--- src/hdl/scanner_pkg.sv ---
package scanner_pkg;
   // Time base
   localparam int CLK_PERIOD_NS = 50;
   localparam int MS_NS = 1000000;
   localparam int CYCLES_PER_MS = MS_NS / CLK_PERIOD_NS;
   localparam int SCAN_PERIOD_MS = 30;
   // Response time and scan count
   localparam int RESP_MIN_MS = 62;
   localparam int RESP_MAX_MS = 482;
   localparam int RESP_STEP_MS = 30;
   localparam int SCANS_MIN = 2;
   localparam int SCANS_MAX = SCANS_MIN + (RESP_MAX_MS - RESP_MIN_MS) / RESP_STEP_MS;
   localparam int NET_LATENCY_MS = 14;
   localparam int VERT_SCANS_MAX = 2;
   // Restart timing
   localparam int RECOVERY_MIN_MS = 200;
   localparam int RECOVERY_MAX_MS = 60000;
   localparam int PRESS_MIN_MS = 500;
   localparam int PRESS_MAX_MS = 4500;
   // Reference points and detection range
   localparam int REF_POINTS = 15;
   localparam int REF_PER_OBJECT = 3;
   localparam int TOL_MIN_MM = 10;
   localparam int RANGE_40_MM = 3000;
   localparam int RANGE_70_MM = 5500;
   // Register byte offsets
   localparam logic [7:0] OFS_CTRL = 8'h00;
   localparam logic [7:0] OFS_RECOVERY = 8'h04;
   localparam logic [7:0] OFS_REFCFG = 8'h08;
   localparam logic [7:0] OFS_REFSEL = 8'h0C;
   localparam logic [7:0] OFS_REFDIST = 8'h10;
   localparam logic [7:0] OFS_REFTOL = 8'h14;
   localparam logic [7:0] OFS_STATUS = 8'h18;
   localparam logic [7:0] OFS_TIMING = 8'h1C;
   // CTRL field positions
   localparam int CTRL_MANUAL = 0;
   localparam int CTRL_SCANS_LSB = 1;
   localparam int CTRL_VERTICAL = 6;
   localparam int CTRL_CAP70 = 7;
   localparam int CTRL_SLAVE = 8;
   // STATUS field positions
   localparam int STS_OUT_ON = 0;
   localparam int STS_INTERLOCK_ON = 1;
   localparam int STS_ZONE_STOP = 2;
   localparam int STS_REF_FAULT = 3;
   localparam int STS_SCAN_WARN = 4;
   localparam int STS_REF_CFG_ERR = 5;
   localparam int STS_PRESS_LONG = 6;
   // Reset values and responses
   localparam logic [4:0] SCANS_RST = 5'h02;
   localparam logic [15:0] RECOVERY_RST = 16'h00C8;
   localparam logic [1:0] RESP_OKAY = 2'h0;
   localparam logic [1:0] RESP_SLVERR = 2'h2;

   typedef enum logic [1:0] {ST_BLOCKED, ST_RECOVER, ST_ARMED, ST_RUN} ilock_e;

   function automatic logic [15:0] clampU16(input logic [15:0] v, input logic [15:0] lo,
                                            input logic [15:0] hi);
      clampU16 = (v < lo) ? lo : ((v > hi) ? hi : v);
   endfunction

   function automatic logic [31:0] mergeStrb(input logic [31:0] old, input logic [31:0] wr,
                                             input logic [3:0] strb);
      for (int i = 0; i < 4; i++) begin
         old[i*8 +: 8] = strb[i] ? wr[i*8 +: 8] : old[i*8 +: 8];
      end
      mergeStrb = old;
   endfunction
endpackage

--- src/hdl/timing_if.sv ---
`timescale 1ns/10ps
`default_nettype none
interface timing_if;
   logic msTick;
   logic scanTick;
   logic pressValid;
   logic pressLong;
   modport base (output msTick, output scanTick);
   modport press (input msTick, output pressValid, output pressLong);
   modport core (input msTick, input scanTick, input pressValid, input pressLong);
endinterface // timing_if
`default_nettype wire

--- src/hdl/scanner_restart_interlock.sv ---
// Behaviour
// RQ1: Object detected in safety zone switches the safe output pair off.
// RQ2: Restart mode is selectable between automatic and manual.
// RQ3: Automatic: outputs on after zone clear plus recovery time 200..60000 ms.
// RQ4: Manual: outputs stay off until object gone and valid button press.
// RQ5: Operator holds restart button 500 ms to 4.5 s for a valid press.
// RQ6: Outputs return on the release of a valid press, not its start.
// RQ7: Between stop and restart, track restart-allowed versus restart-blocked state.
// RQ8: Indicator LED lit while in restart-allowed interlock state.
// RQ9: Long press while object still present leaves device blocked, outputs off.
// RQ10: Scanning is cyclic, one rotation every 30 ms.
// RQ11: At least two scans needed before switch-off; 62 ms minimum response.
// RQ12: Scan count configurable; response 62 to 482 ms in 30 ms steps.
// RQ13: Response time adds 14 ms network latency only for a slave unit.
// RQ14: Reference point deviating beyond its tolerance switches outputs off.
// RQ15: At least 3 reference points per object, at most 15 in total.
// RQ16: Each point has near and far tolerance, each at least 10 mm.
// RQ17: Warn when vertical application uses more than 2 scans.
// RQ18: Capability limits range: 40 mm gives 3 m, 70 mm gives 5.5 m.
// RQ19: Too short or too long press ignored; outputs stay off.
// RQ20: New detection during recovery aborts it; timing restarts once clear.
`timescale 1ns/10ps
`default_nettype none
module scanner_restart_interlock #(
   parameter int msCycles = scanner_pkg::CYCLES_PER_MS
) (
   input wire logic clk_sys,
   input wire logic rst,
   // AXI4-Lite slave
   input wire logic [7:0] awaddr,
   input wire logic [2:0] awprot,
   input wire logic awvalid,
   output logic awready,
   input wire logic [31:0] wdata,
   input wire logic [3:0] wstrb,
   input wire logic wvalid,
   output logic wready,
   output logic [1:0] bresp,
   output logic bvalid,
   input wire logic bready,
   input wire logic [7:0] araddr,
   input wire logic [2:0] arprot,
   input wire logic arvalid,
   output logic arready,
   output logic [31:0] rdata,
   output logic [1:0] rresp,
   output logic rvalid,
   input wire logic rready,
   // Scan front end
   output logic scanStart,
   input wire logic zoneObject,
   input wire logic [15:0] objDistMm,
   input wire logic refMeasValid,
   input wire logic [3:0] refMeasIndex,
   input wire logic [15:0] refMeasDist,
   // Machine side
   input wire logic restartButton,
   output logic safeOutA,
   output logic safeOutB,
   output logic interlockLed
);
   import scanner_pkg::*;

   typedef struct packed {
      scanner_pkg::ilock_e ilock;
      logic outOn;
      logic [4:0] hits;
      logic [15:0] recTimer;
      logic manualMode;
      logic [4:0] scans;
      logic vertical;
      logic cap70;
      logic slaveRole;
      logic [15:0] recoveryMs;
      logic [3:0] pointCount;
      logic [3:0] objectCount;
      logic [3:0] refSel;
      logic [REF_POINTS-1:0][15:0] refDist;
      logic [REF_POINTS-1:0][15:0] tolNear;
      logic [REF_POINTS-1:0][15:0] tolFar;
      logic [REF_POINTS-1:0] pointFault;
      logic awHeld;
      logic [7:0] awAddr;
      logic wHeld;
      logic [31:0] wData;
      logic [3:0] wStrb;
      logic bValid;
      logic [1:0] bResp;
      logic rValid;
      logic [31:0] rData;
      logic [1:0] rResp;
   } core_s;

   core_s st;
   core_s next_st;
   timing_if tim ();

   logic [15:0] maxRangeMm;
   logic [15:0] respMs;
   logic zoneStop;
   logic refFault;
   logic refCfgErr;
   logic scanWarn;
   logic stopNow;
   logic zoneClear;
   logic [31:0] ctrlWord;
   logic [31:0] statusWord;
   logic [31:0] selDist;
   logic [31:0] selTol;
   logic [31:0] wordNew;
   logic [31:0] readWord;
   logic readOk;
   logic writeOk;

   // Response ms from scan count and role
   function automatic logic [15:0] responseOf(input logic [4:0] scans, input logic slave);
      responseOf = 16'(RESP_MIN_MS + RESP_STEP_MS * (int'(scans) - SCANS_MIN) +
                       (slave ? NET_LATENCY_MS : 0));
   endfunction

   // Measurement outside the point's near/far band
   function automatic logic outOfTol(input logic [15:0] ref0, input logic [15:0] near,
                                     input logic [15:0] far, input logic [15:0] meas);
      outOfTol = ({1'b0, meas} + {1'b0, near} < {1'b0, ref0}) ||
                 ({1'b0, meas} > {1'b0, ref0} + {1'b0, far});
   endfunction

   scan_timebase #(
      .msCycles(msCycles)
   ) u_timebase (
      .clk_sys(clk_sys),
      .rst(rst),
      .tim(tim.base)
   );

   restart_press u_press (
      .clk_sys(clk_sys),
      .rst(rst),
      .restartButton(restartButton),
      .tim(tim.press)
   );

   // Derived configuration and stop causes
   assign maxRangeMm = st.cap70 ? 16'(RANGE_70_MM) : 16'(RANGE_40_MM); // see RQ18
   assign respMs = responseOf(st.scans, st.slaveRole); // see RQ11 see RQ12 see RQ13
   assign zoneStop = (st.hits >= st.scans); // see RQ11
   assign refFault = |st.pointFault; // see RQ14
   assign refCfgErr = (st.pointCount > 4'(REF_POINTS)) ||
                      ({4'h0, st.pointCount} < 8'(REF_PER_OBJECT) * {4'h0, st.objectCount}); // see RQ15
   assign scanWarn = st.vertical && (st.scans > 5'(VERT_SCANS_MAX)); // see RQ17
   // Bad point set is unsafe too
   assign stopNow = zoneStop || refFault || refCfgErr;
   // Clear needs one clean scan
   assign zoneClear = (st.hits == 5'h00) && !refFault && !refCfgErr;

   // Register images
   assign ctrlWord = {23'h000000, st.slaveRole, st.cap70, st.vertical, st.scans,
                      st.manualMode};
   assign statusWord = {25'h0000000, tim.pressLong, refCfgErr, scanWarn, refFault,
                        zoneStop, (st.ilock == ST_ARMED), st.outOn};
   assign selDist = (st.refSel < 4'(REF_POINTS)) ? {16'h0000, st.refDist[st.refSel]} : 32'h0;
   assign selTol = (st.refSel < 4'(REF_POINTS)) ?
                   {st.tolFar[st.refSel], st.tolNear[st.refSel]} : 32'h0;

   // Read decode; unmapped gives SLVERR
   always_comb begin
      readWord = 32'h00000000;
      readOk = 1'b1;
      case (araddr)
         OFS_CTRL: readWord = ctrlWord;
         OFS_RECOVERY: readWord = {16'h0000, st.recoveryMs};
         OFS_REFCFG: readWord = {24'h000000, st.objectCount, st.pointCount};
         OFS_REFSEL: readWord = {28'h0000000, st.refSel};
         OFS_REFDIST: readWord = selDist;
         OFS_REFTOL: readWord = selTol;
         OFS_STATUS: readWord = statusWord;
         OFS_TIMING: readWord = {maxRangeMm, respMs};
         default: readOk = 1'b0;
      endcase
   end

   // Held write data merged into register image
   always_comb begin
      wordNew = 32'h00000000;
      writeOk = 1'b1;
      case (st.awAddr)
         OFS_CTRL: wordNew = mergeStrb(ctrlWord, st.wData, st.wStrb);
         OFS_RECOVERY: wordNew = mergeStrb({16'h0000, st.recoveryMs}, st.wData, st.wStrb);
         OFS_REFCFG: wordNew = mergeStrb({24'h000000, st.objectCount, st.pointCount},
                                         st.wData, st.wStrb);
         OFS_REFSEL: wordNew = mergeStrb({28'h0000000, st.refSel}, st.wData, st.wStrb);
         OFS_REFDIST: wordNew = mergeStrb(selDist, st.wData, st.wStrb);
         OFS_REFTOL: wordNew = mergeStrb(selTol, st.wData, st.wStrb);
         OFS_STATUS: wordNew = 32'h00000000;
         OFS_TIMING: wordNew = 32'h00000000;
         default: writeOk = 1'b0;
      endcase
   end

   // Bus channels, scan counting, point checks and interlock
   always_comb begin
      next_st = st;
      // Address and data taken independently
      if (awvalid && !st.awHeld) begin
         next_st.awHeld = 1'b1;
         next_st.awAddr = awaddr;
      end
      if (wvalid && !st.wHeld) begin
         next_st.wHeld = 1'b1;
         next_st.wData = wdata;
         next_st.wStrb = wstrb;
      end
      if (st.bValid && bready) begin
         next_st.bValid = 1'b0;
      end
      if (st.awHeld && st.wHeld && !st.bValid) begin
         next_st.awHeld = 1'b0;
         next_st.wHeld = 1'b0;
         next_st.bValid = 1'b1;
         next_st.bResp = writeOk ? RESP_OKAY : RESP_SLVERR;
         case (st.awAddr)
            OFS_CTRL: begin
               next_st.manualMode = wordNew[CTRL_MANUAL]; // see RQ2
               next_st.scans = 5'(clampU16({11'h000, wordNew[CTRL_SCANS_LSB +: 5]},
                                           16'(SCANS_MIN), 16'(SCANS_MAX))); // see RQ12
               next_st.vertical = wordNew[CTRL_VERTICAL];
               next_st.cap70 = wordNew[CTRL_CAP70];
               next_st.slaveRole = wordNew[CTRL_SLAVE];
            end
            OFS_RECOVERY: begin
               next_st.recoveryMs = clampU16(wordNew[15:0], 16'(RECOVERY_MIN_MS),
                                             16'(RECOVERY_MAX_MS)); // see RQ3
            end
            OFS_REFCFG: begin
               next_st.pointCount = wordNew[3:0];
               next_st.objectCount = wordNew[7:4];
            end
            OFS_REFSEL: next_st.refSel = wordNew[3:0];
            OFS_REFDIST: begin
               if (st.refSel < 4'(REF_POINTS)) begin
                  next_st.refDist[st.refSel] = wordNew[15:0];
               end
            end
            OFS_REFTOL: begin
               if (st.refSel < 4'(REF_POINTS)) begin
                  next_st.tolNear[st.refSel] = clampU16(wordNew[15:0], 16'(TOL_MIN_MM),
                                                        16'hFFFF); // see RQ16
                  next_st.tolFar[st.refSel] = clampU16(wordNew[31:16], 16'(TOL_MIN_MM),
                                                       16'hFFFF); // see RQ16
               end
            end
            default: ;
         endcase
      end
      // Read answers one cycle after address
      if (st.rValid && rready) begin
         next_st.rValid = 1'b0;
      end
      if (arvalid && !st.rValid) begin
         next_st.rValid = 1'b1;
         next_st.rData = readWord;
         next_st.rResp = readOk ? RESP_OKAY : RESP_SLVERR;
      end

      // Occupied scans in a row; objects past range not counted
      if (tim.scanTick) begin
         if (zoneObject && (objDistMm <= maxRangeMm)) begin // see RQ18
            if (st.hits != 5'(SCANS_MAX)) begin
               next_st.hits = st.hits + 5'h01; // see RQ11
            end
         end else begin
            next_st.hits = 5'h00;
         end
      end

      // Latest measurement sets each point's fault
      if (refMeasValid && refMeasIndex < st.pointCount && refMeasIndex < 4'(REF_POINTS)) begin
         next_st.pointFault[refMeasIndex] = outOfTol(st.refDist[refMeasIndex],
                                                     st.tolNear[refMeasIndex],
                                                     st.tolFar[refMeasIndex],
                                                     refMeasDist); // see RQ14 see RQ16
      end
      // Dropped points hold no fault
      for (int i = 0; i < REF_POINTS; i++) begin
         if (4'(i) >= st.pointCount) begin
            next_st.pointFault[i] = 1'b0;
         end
      end

      // Interlock: blocked, recovering, armed for button, running
      case (st.ilock)
         ST_RUN: begin
            if (stopNow) begin
               next_st.ilock = ST_BLOCKED; // see RQ1 see RQ14
            end
         end
         ST_BLOCKED: begin
            // Presses here are ignored
            if (zoneClear) begin // see RQ7 see RQ9
               next_st.ilock = st.manualMode ? ST_ARMED : ST_RECOVER; // see RQ2
               next_st.recTimer = 16'h0000;
            end
         end
         ST_RECOVER: begin
            if (!zoneClear) begin
               next_st.ilock = ST_BLOCKED; // see RQ20
            end else if (st.manualMode) begin
               next_st.ilock = ST_ARMED;
            end else if (st.recTimer >= st.recoveryMs) begin
               next_st.ilock = ST_RUN; // see RQ3
            end else if (tim.msTick) begin
               next_st.recTimer = st.recTimer + 16'h0001;
            end
         end
         ST_ARMED: begin
            if (!zoneClear) begin
               next_st.ilock = ST_BLOCKED; // see RQ7
            end else if (!st.manualMode) begin
               next_st.ilock = ST_RECOVER;
               next_st.recTimer = 16'h0000;
            end else if (tim.pressValid) begin
               next_st.ilock = ST_RUN; // see RQ4 see RQ6 see RQ19
            end
         end
         default: next_st.ilock = ST_BLOCKED;
      endcase
      // Outputs on only while running
      next_st.outOn = (next_st.ilock == ST_RUN) && !stopNow; // see RQ1
   end

   // Power-up starts blocked so the outputs never come on unchecked
   always_ff @(posedge clk_sys) begin
      if (rst) begin
         st <= '0;
         st.ilock <= ST_BLOCKED;
         st.scans <= SCANS_RST;
         st.recoveryMs <= RECOVERY_RST;
         for (int i = 0; i < REF_POINTS; i++) begin
            st.tolNear[i] <= 16'(TOL_MIN_MM);
            st.tolFar[i] <= 16'(TOL_MIN_MM);
         end
      end else begin
         st <= next_st;
      end
   end

   // Port drive
   assign awready = !st.awHeld;
   assign wready = !st.wHeld;
   assign bvalid = st.bValid;
   assign bresp = st.bResp;
   assign arready = !st.rValid;
   assign rvalid = st.rValid;
   assign rdata = st.rData;
   assign rresp = st.rResp;
   assign scanStart = tim.scanTick;
   assign safeOutA = st.outOn;
   assign safeOutB = st.outOn;
   assign interlockLed = (st.ilock == ST_ARMED); // see RQ8
endmodule // scanner_restart_interlock
`default_nettype wire

--- src/hdl/scan_timebase.sv ---
`timescale 1ns/10ps
`default_nettype none
module scan_timebase #(
   parameter int msCycles = scanner_pkg::CYCLES_PER_MS
) (
   input wire logic clk_sys,
   input wire logic rst,
   timing_if.base tim
);
   import scanner_pkg::*;

   typedef struct packed {
      logic [15:0] cyc;
      logic [4:0] ms;
      logic msTick;
      logic scanTick;
   } tb_s;

   tb_s st;
   tb_s next_st;

   // Ms tick, scan tick per rotation
   always_comb begin
      next_st = st;
      next_st.msTick = 1'b0;
      next_st.scanTick = 1'b0;
      if (st.cyc == 16'(msCycles - 1)) begin
         next_st.cyc = 16'h0000;
         next_st.msTick = 1'b1;
         if (st.ms == 5'(SCAN_PERIOD_MS - 1)) begin // see RQ10
            next_st.ms = 5'h00;
            next_st.scanTick = 1'b1;
         end else begin
            next_st.ms = st.ms + 5'h01;
         end
      end else begin
         next_st.cyc = st.cyc + 16'h0001;
      end
   end

   always_ff @(posedge clk_sys) begin
      if (rst) begin
         st <= '0;
      end else begin
         st <= next_st;
      end
   end

   assign tim.msTick = st.msTick;
   assign tim.scanTick = st.scanTick;
endmodule // scan_timebase
`default_nettype wire

--- src/hdl/restart_press.sv ---
`timescale 1ns/10ps
`default_nettype none
module restart_press (
   input wire logic clk_sys,
   input wire logic rst,
   input wire logic restartButton,
   timing_if.press tim
);
   import scanner_pkg::*;

   typedef struct packed {
      logic [1:0] sync;
      logic held;
      logic [12:0] holdMs;
      logic valid;
      logic long;
   } press_s;

   press_s st;
   press_s next_st;

   // Hold time measured in ms; judged only at release
   always_comb begin
      next_st = st;
      next_st.sync = {st.sync[0], restartButton};
      next_st.held = st.sync[1];
      next_st.valid = 1'b0;
      if (st.sync[1]) begin
         // Saturate past the window; long presses stay invalid
         if (tim.msTick && st.holdMs <= 13'(PRESS_MAX_MS)) begin
            next_st.holdMs = st.holdMs + 13'h0001;
         end
      end else begin
         next_st.holdMs = 13'h0000;
      end
      if (st.held && !st.sync[1]) begin // see RQ6
         next_st.valid = (st.holdMs >= 13'(PRESS_MIN_MS)) &&
                         (st.holdMs <= 13'(PRESS_MAX_MS)); // see RQ5 see RQ19
      end
      next_st.long = st.sync[1] && (st.holdMs > 13'(PRESS_MIN_MS));
   end

   always_ff @(posedge clk_sys) begin
      if (rst) begin
         st <= '0;
      end else begin
         st <= next_st;
      end
   end

   assign tim.pressValid = st.valid;
   assign tim.pressLong = st.long;
endmodule // restart_press
`default_nettype wire

--- config.mk ---
export PLATFORM = sky130hd
export DESIGN_NAME = scanner_restart_interlock
export DESIGN_NICKNAME = d
export VERILOG_FILES = /design/src/hdl/scanner_pkg.sv /design/src/hdl/timing_if.sv /design/src/hdl/scanner_restart_interlock.sv /design/src/hdl/scan_timebase.sv /design/src/hdl/restart_press.sv
export SDC_FILE = /design/constraint.sdc
export NUM_CORES = 2
export LEC_CHECK = 0
export ABC_AREA = 1
export BUFFER_PORTS_ARGS = -buffer_cell sky130_fd_sc_hd__buf_2
export CAP_MARGIN = 10
export CORE_MARGIN = 2
export CORE_UTILIZATION = 40
export DETAILED_ROUTE_END_ITERATION = 6
export SYNTH_ARGS = -nofsm -noshare
export SYNTH_HDL_FRONTEND = slang
export SYNTH_SLANG_ARGS = --single-unit
--- constraint.sdc ---
create_clock -name clk_sys -period 15.4 [get_ports clk_sys]
set_clock_uncertainty 0.05 [all_clocks]
set_input_delay 0.77 -clock clk_sys [delete_from_list [all_inputs] [get_ports clk_sys]]
set_output_delay 0.77 -clock clk_sys [all_outputs]
set_load 0.05 [all_outputs]
==> flow_metrics.env <==
export IMPL_ctsHoldBuffers=0
export IMPL_drtAntennaViolNets=0
export IMPL_irDropWorstVdd_mv=0.0895
export IMPL_crit_slowest_cell="o2111ai_1"
export IMPL_core_mm2=0.124
export IMPL_status="finished with violations"
export IMPL_p_leak_nw=22.8
export IMPL_worst_hold_path_endpoint="u_press.next_st[17]"
export IMPL_ys_ff_latch=919
export IMPL_hp_class="in2reg"
export IMPL_synth_edf_count=0
export IMPL_grt_pass1_wl_um=301000
export IMPL_min_period_over_period_pct=46.7
export IMPL_areaGrowthSynthToFinish_pct=9.80
export IMPL_routed_via_count=52223
export IMPL_ctsRootBufferMaster="clkbuf_16"
export IMPL_holdWs_ns=0.200
export IMPL_chipWidth_um=358
export IMPL_crit_path_end_kind="flip-flop"
export IMPL_crit_buf_inv=6
export IMPL_yosysWarnings=0
export IMPL_power_share_switching_pct=26.0
export IMPL_yosysMostFrequentCell="nand2_1"
export IMPL_total_power_mw=5.42
export IMPL_setup_ws_ns=8.20
export IMPL_grt_usage_pct=30.9
export IMPL_rsz0062_at_grt="false"
export IMPL_min_from="restartButton"
export IMPL_stdcell_count=8955
export IMPL_dpl_cell_area_mm2=0.0514
export IMPL_rrSetupSlack_ns=9.40
export IMPL_arrival_ns=7.77
export IMPL_ctsResizeCount=0
export IMPL_finalHoldViolCount=0
export IMPL_postSynthCellCount=7450
export IMPL_cap_violations=0
export IMPL_synthFlopType="dfxtp_1"
export IMPL_worstPathRequired_ns=15.97
export IMPL_crit_path_frequent_cell="nand2_1"
export IMPL_p_int_mw=4.01
export IMPL_synthTopCellsByCount="nand2_1 (1602), o21ai_0 (991), a21oi_1 (937)"
export IMPL_viasPerCell=5.83
export IMPL_clkTransAtPathRegs_ns=0.06
export IMPL_maxSlewHeadroom_pct=13.3
export IMPL_h_tree_depth=3
export IMPL_dp_cells=8759
export IMPL_wire_per_inst_um=22.9
export IMPL_io_buffer_count=140
export IMPL_fin_setup_tns_ns=0
export IMPL_worstSetupPathType="in2reg"
export IMPL_slowest_delay_ns=0.86
export IMPL_switchingPower_mw=1.41
export IMPL_async_flop_share_pct=0
export IMPL_tightest_slew_ns=1.30
export IMPL_overflow=0
export IMPL_fmax_mhz=139
export IMPL_cts_tree="done"
export IMPL_p_comb_share_pct=6.9
export IMPL_drive_above_1_share_pct=7.39
export IMPL_path_max_fanout=89
export IMPL_pre_cts_ws_ns=7.73
export IMPL_utilization_pct=44.4
export IMPL_pin_count=149
export IMPL_final_nets=7476
export IMPL_syn_area_mm2=0.0501
export IMPL_drt_wl_total_um=205000
export IMPL_cts_setup_buffers=0
export IMPL_worst_skew_pair_late_latency_ns=0.75
export IMPL_pwr_share_seq_pct=44.4
export IMPL_clock_path_buffers=3
export IMPL_worstHoldPathCells=3
export IMPL_start_kind="input port"
export IMPL_drc=1
export IMPL_gp_congestion=0.959
export IMPL_cts_sinks=919
export IMPL_pwr_share_clk_pct=48.7
export IMPL_yosysTopAreaCell="dfxtp_1"
export IMPL_final_area_mm2=0.0550
export IMPL_power_density_mw_per_mm2=98.5
export IMPL_drt_first_pass_iters=7
export IMPL_die_h_um=358
export IMPL_grt_max_degree=139
export IMPL_r2r_start="st[820]"
export IMPL_fin_crit_ns=7.20
export IMPL_synth_cell_type_count=62
export IMPL_place_hpwl_um=128000
export IMPL_grt_pass1_vias=47026
export IMPL_failed_checks="DRC"
export IMPL_dieArea_mm2=0.128
export IMPL_synth_top_area_share_pct=36.7
export IMPL_synth_area_leaders="dfxtp_1 (37%), nand2_1 (12%), o21ai_0 (9.9%)"
export IMPL_cts_buffers=104
export IMPL_seq_area_frac_synth_pct=36.7
export IMPL_synth_avg_cell_area_um2=6.73
export IMPL_drtIter0Drc=6790
export IMPL_cp_top_family="compound AO/OA/AOI/OAI gates"
export IMPL_maxSlewViolCount=0
export IMPL_antenna_found_initial=7
export IMPL_rows=129
export IMPL_setup_viol=0
export IMPL_reg2reg_to="st[373]"
export IMPL_initial_core_util_pct=40.4
export IMPL_reg2reg_depth=19
## per-layer routing
| layer | share of wire, % | global-route usage, % | up-vias |
|---|---|---|---|
| li1 | - | - | 24571 |
| met2 | 43 | 46.9 | 2571 |
| met1 | 40 | 40.1 | 24493 |
| met4 | 6.3 | 17.6 | 12 |
| met3 | 10 | 7.23 | 576 |
| met5 | 0.045 | 0 | - |
## cells in the final DEF, fill, tap and decap left out, types with 47 or more instances in the layout
| master | n |
|---|---|
| a21oi_1 | 937 |
| a22oi_1 | 161 |
| buf_2 | 137 |
| buf_4 | 108 |
| clkbuf_16 | 105 |
| dfxtp_1 | 917 |
| ha_1 | 134 |
| inv_1 | 721 |
| nand2_1 | 1599 |
| nand3_1 | 282 |
| nand4_1 | 73 |
| nor2_1 | 401 |
| o21ai_0 | 991 |
| o21ai_1 | 47 |
| o221ai_1 | 64 |
| o22ai_1 | 127 |
## worst max path at each step
| stage | start | endpoint | slack, ns | cells after the start |
|---|---|---|---|---|
| 2_1_floorplan | refMeasIndex[0] | st[90] | 10.05 | 33 |
| 3_3_place_gp | refMeasIndex[0] | st[87] | 7.73 | 29 |
| 3_5_place_dp | refMeasIndex[0] | st[91] | 7.73 | 29 |
| 4_1_cts | refMeasIndex[0] | st[91] | 8.45 | 29 |
| 5_1_grt | refMeasIndex[0] | st[91] | 7.88 | 31 |
| 6_report | refMeasIndex[0] | st[98] | 8.20 | 31 |
## sequential cells by signal, indices dropped and copies added (netlist names), 2 cells and up
register	cells
ctrlWord	9
rdata	32
st	832
u_press.next_st	2
u_press.st	14
u_timebase.st	21
## worst register-to-register path: stages (launching register included)
cell and delay [ns]:
dfxtp_2 0.56, buf_4 0.38, inv_4 0.28, nand2_2 0.14
buf_4 0.55, nor2_2 0.25, buf_4 0.30, inv_1 0.41
nor2_1 0.11, nor2_1 0.15, nand2_1 0.07, nor2_1 0.62
a21oi_1 0.22, nor2_4 0.14, buf_4 0.43, inv_2 0.10
nor4_1 0.26, nand4_2 0.26, nand2_2 0.44, a21oi_1 0.14
## power by group through the flow
stage          sequential, mW  clock [mW]  combinational (mW)
2_1_floorplan            2.45           0               0.230
3_3_place_gp             2.46           0               0.360
3_5_place_dp             2.46           0               0.362
4_1_cts                  2.40        2.66               0.364
5_1_grt                  2.40        2.76               0.398
6_report                 2.40        2.64               0.375
## layout make-up
type / count / area (um2)
Timing Repair Buffer: 247 / 1530
Sequential cell: 919 / 18400
Inverter: 754 / 2840
Clock inverter: 52 / 577
Fill cell: 12842 / 68900
Antenna cell: 1 / 2.50
Clock buffer: 143 / 3040
Tap cell: 1637 / 2050
Multi-Input combinational cell: 5202 / 26600
## cells by family after synthesis
kind of cell	Yosys count	synth area share, %
xor gates and xnor gates	54	0.944
and+or+nand+nor	2523	20.7
other	1	0.00748
buffers and inverters	1330	10.7
AOI/OAI and AO/OA	2479	27.2
adders and majority gates	144	3.74
DFF	919	36.7
Note: power is estimated with default switching activity, not from simulation.
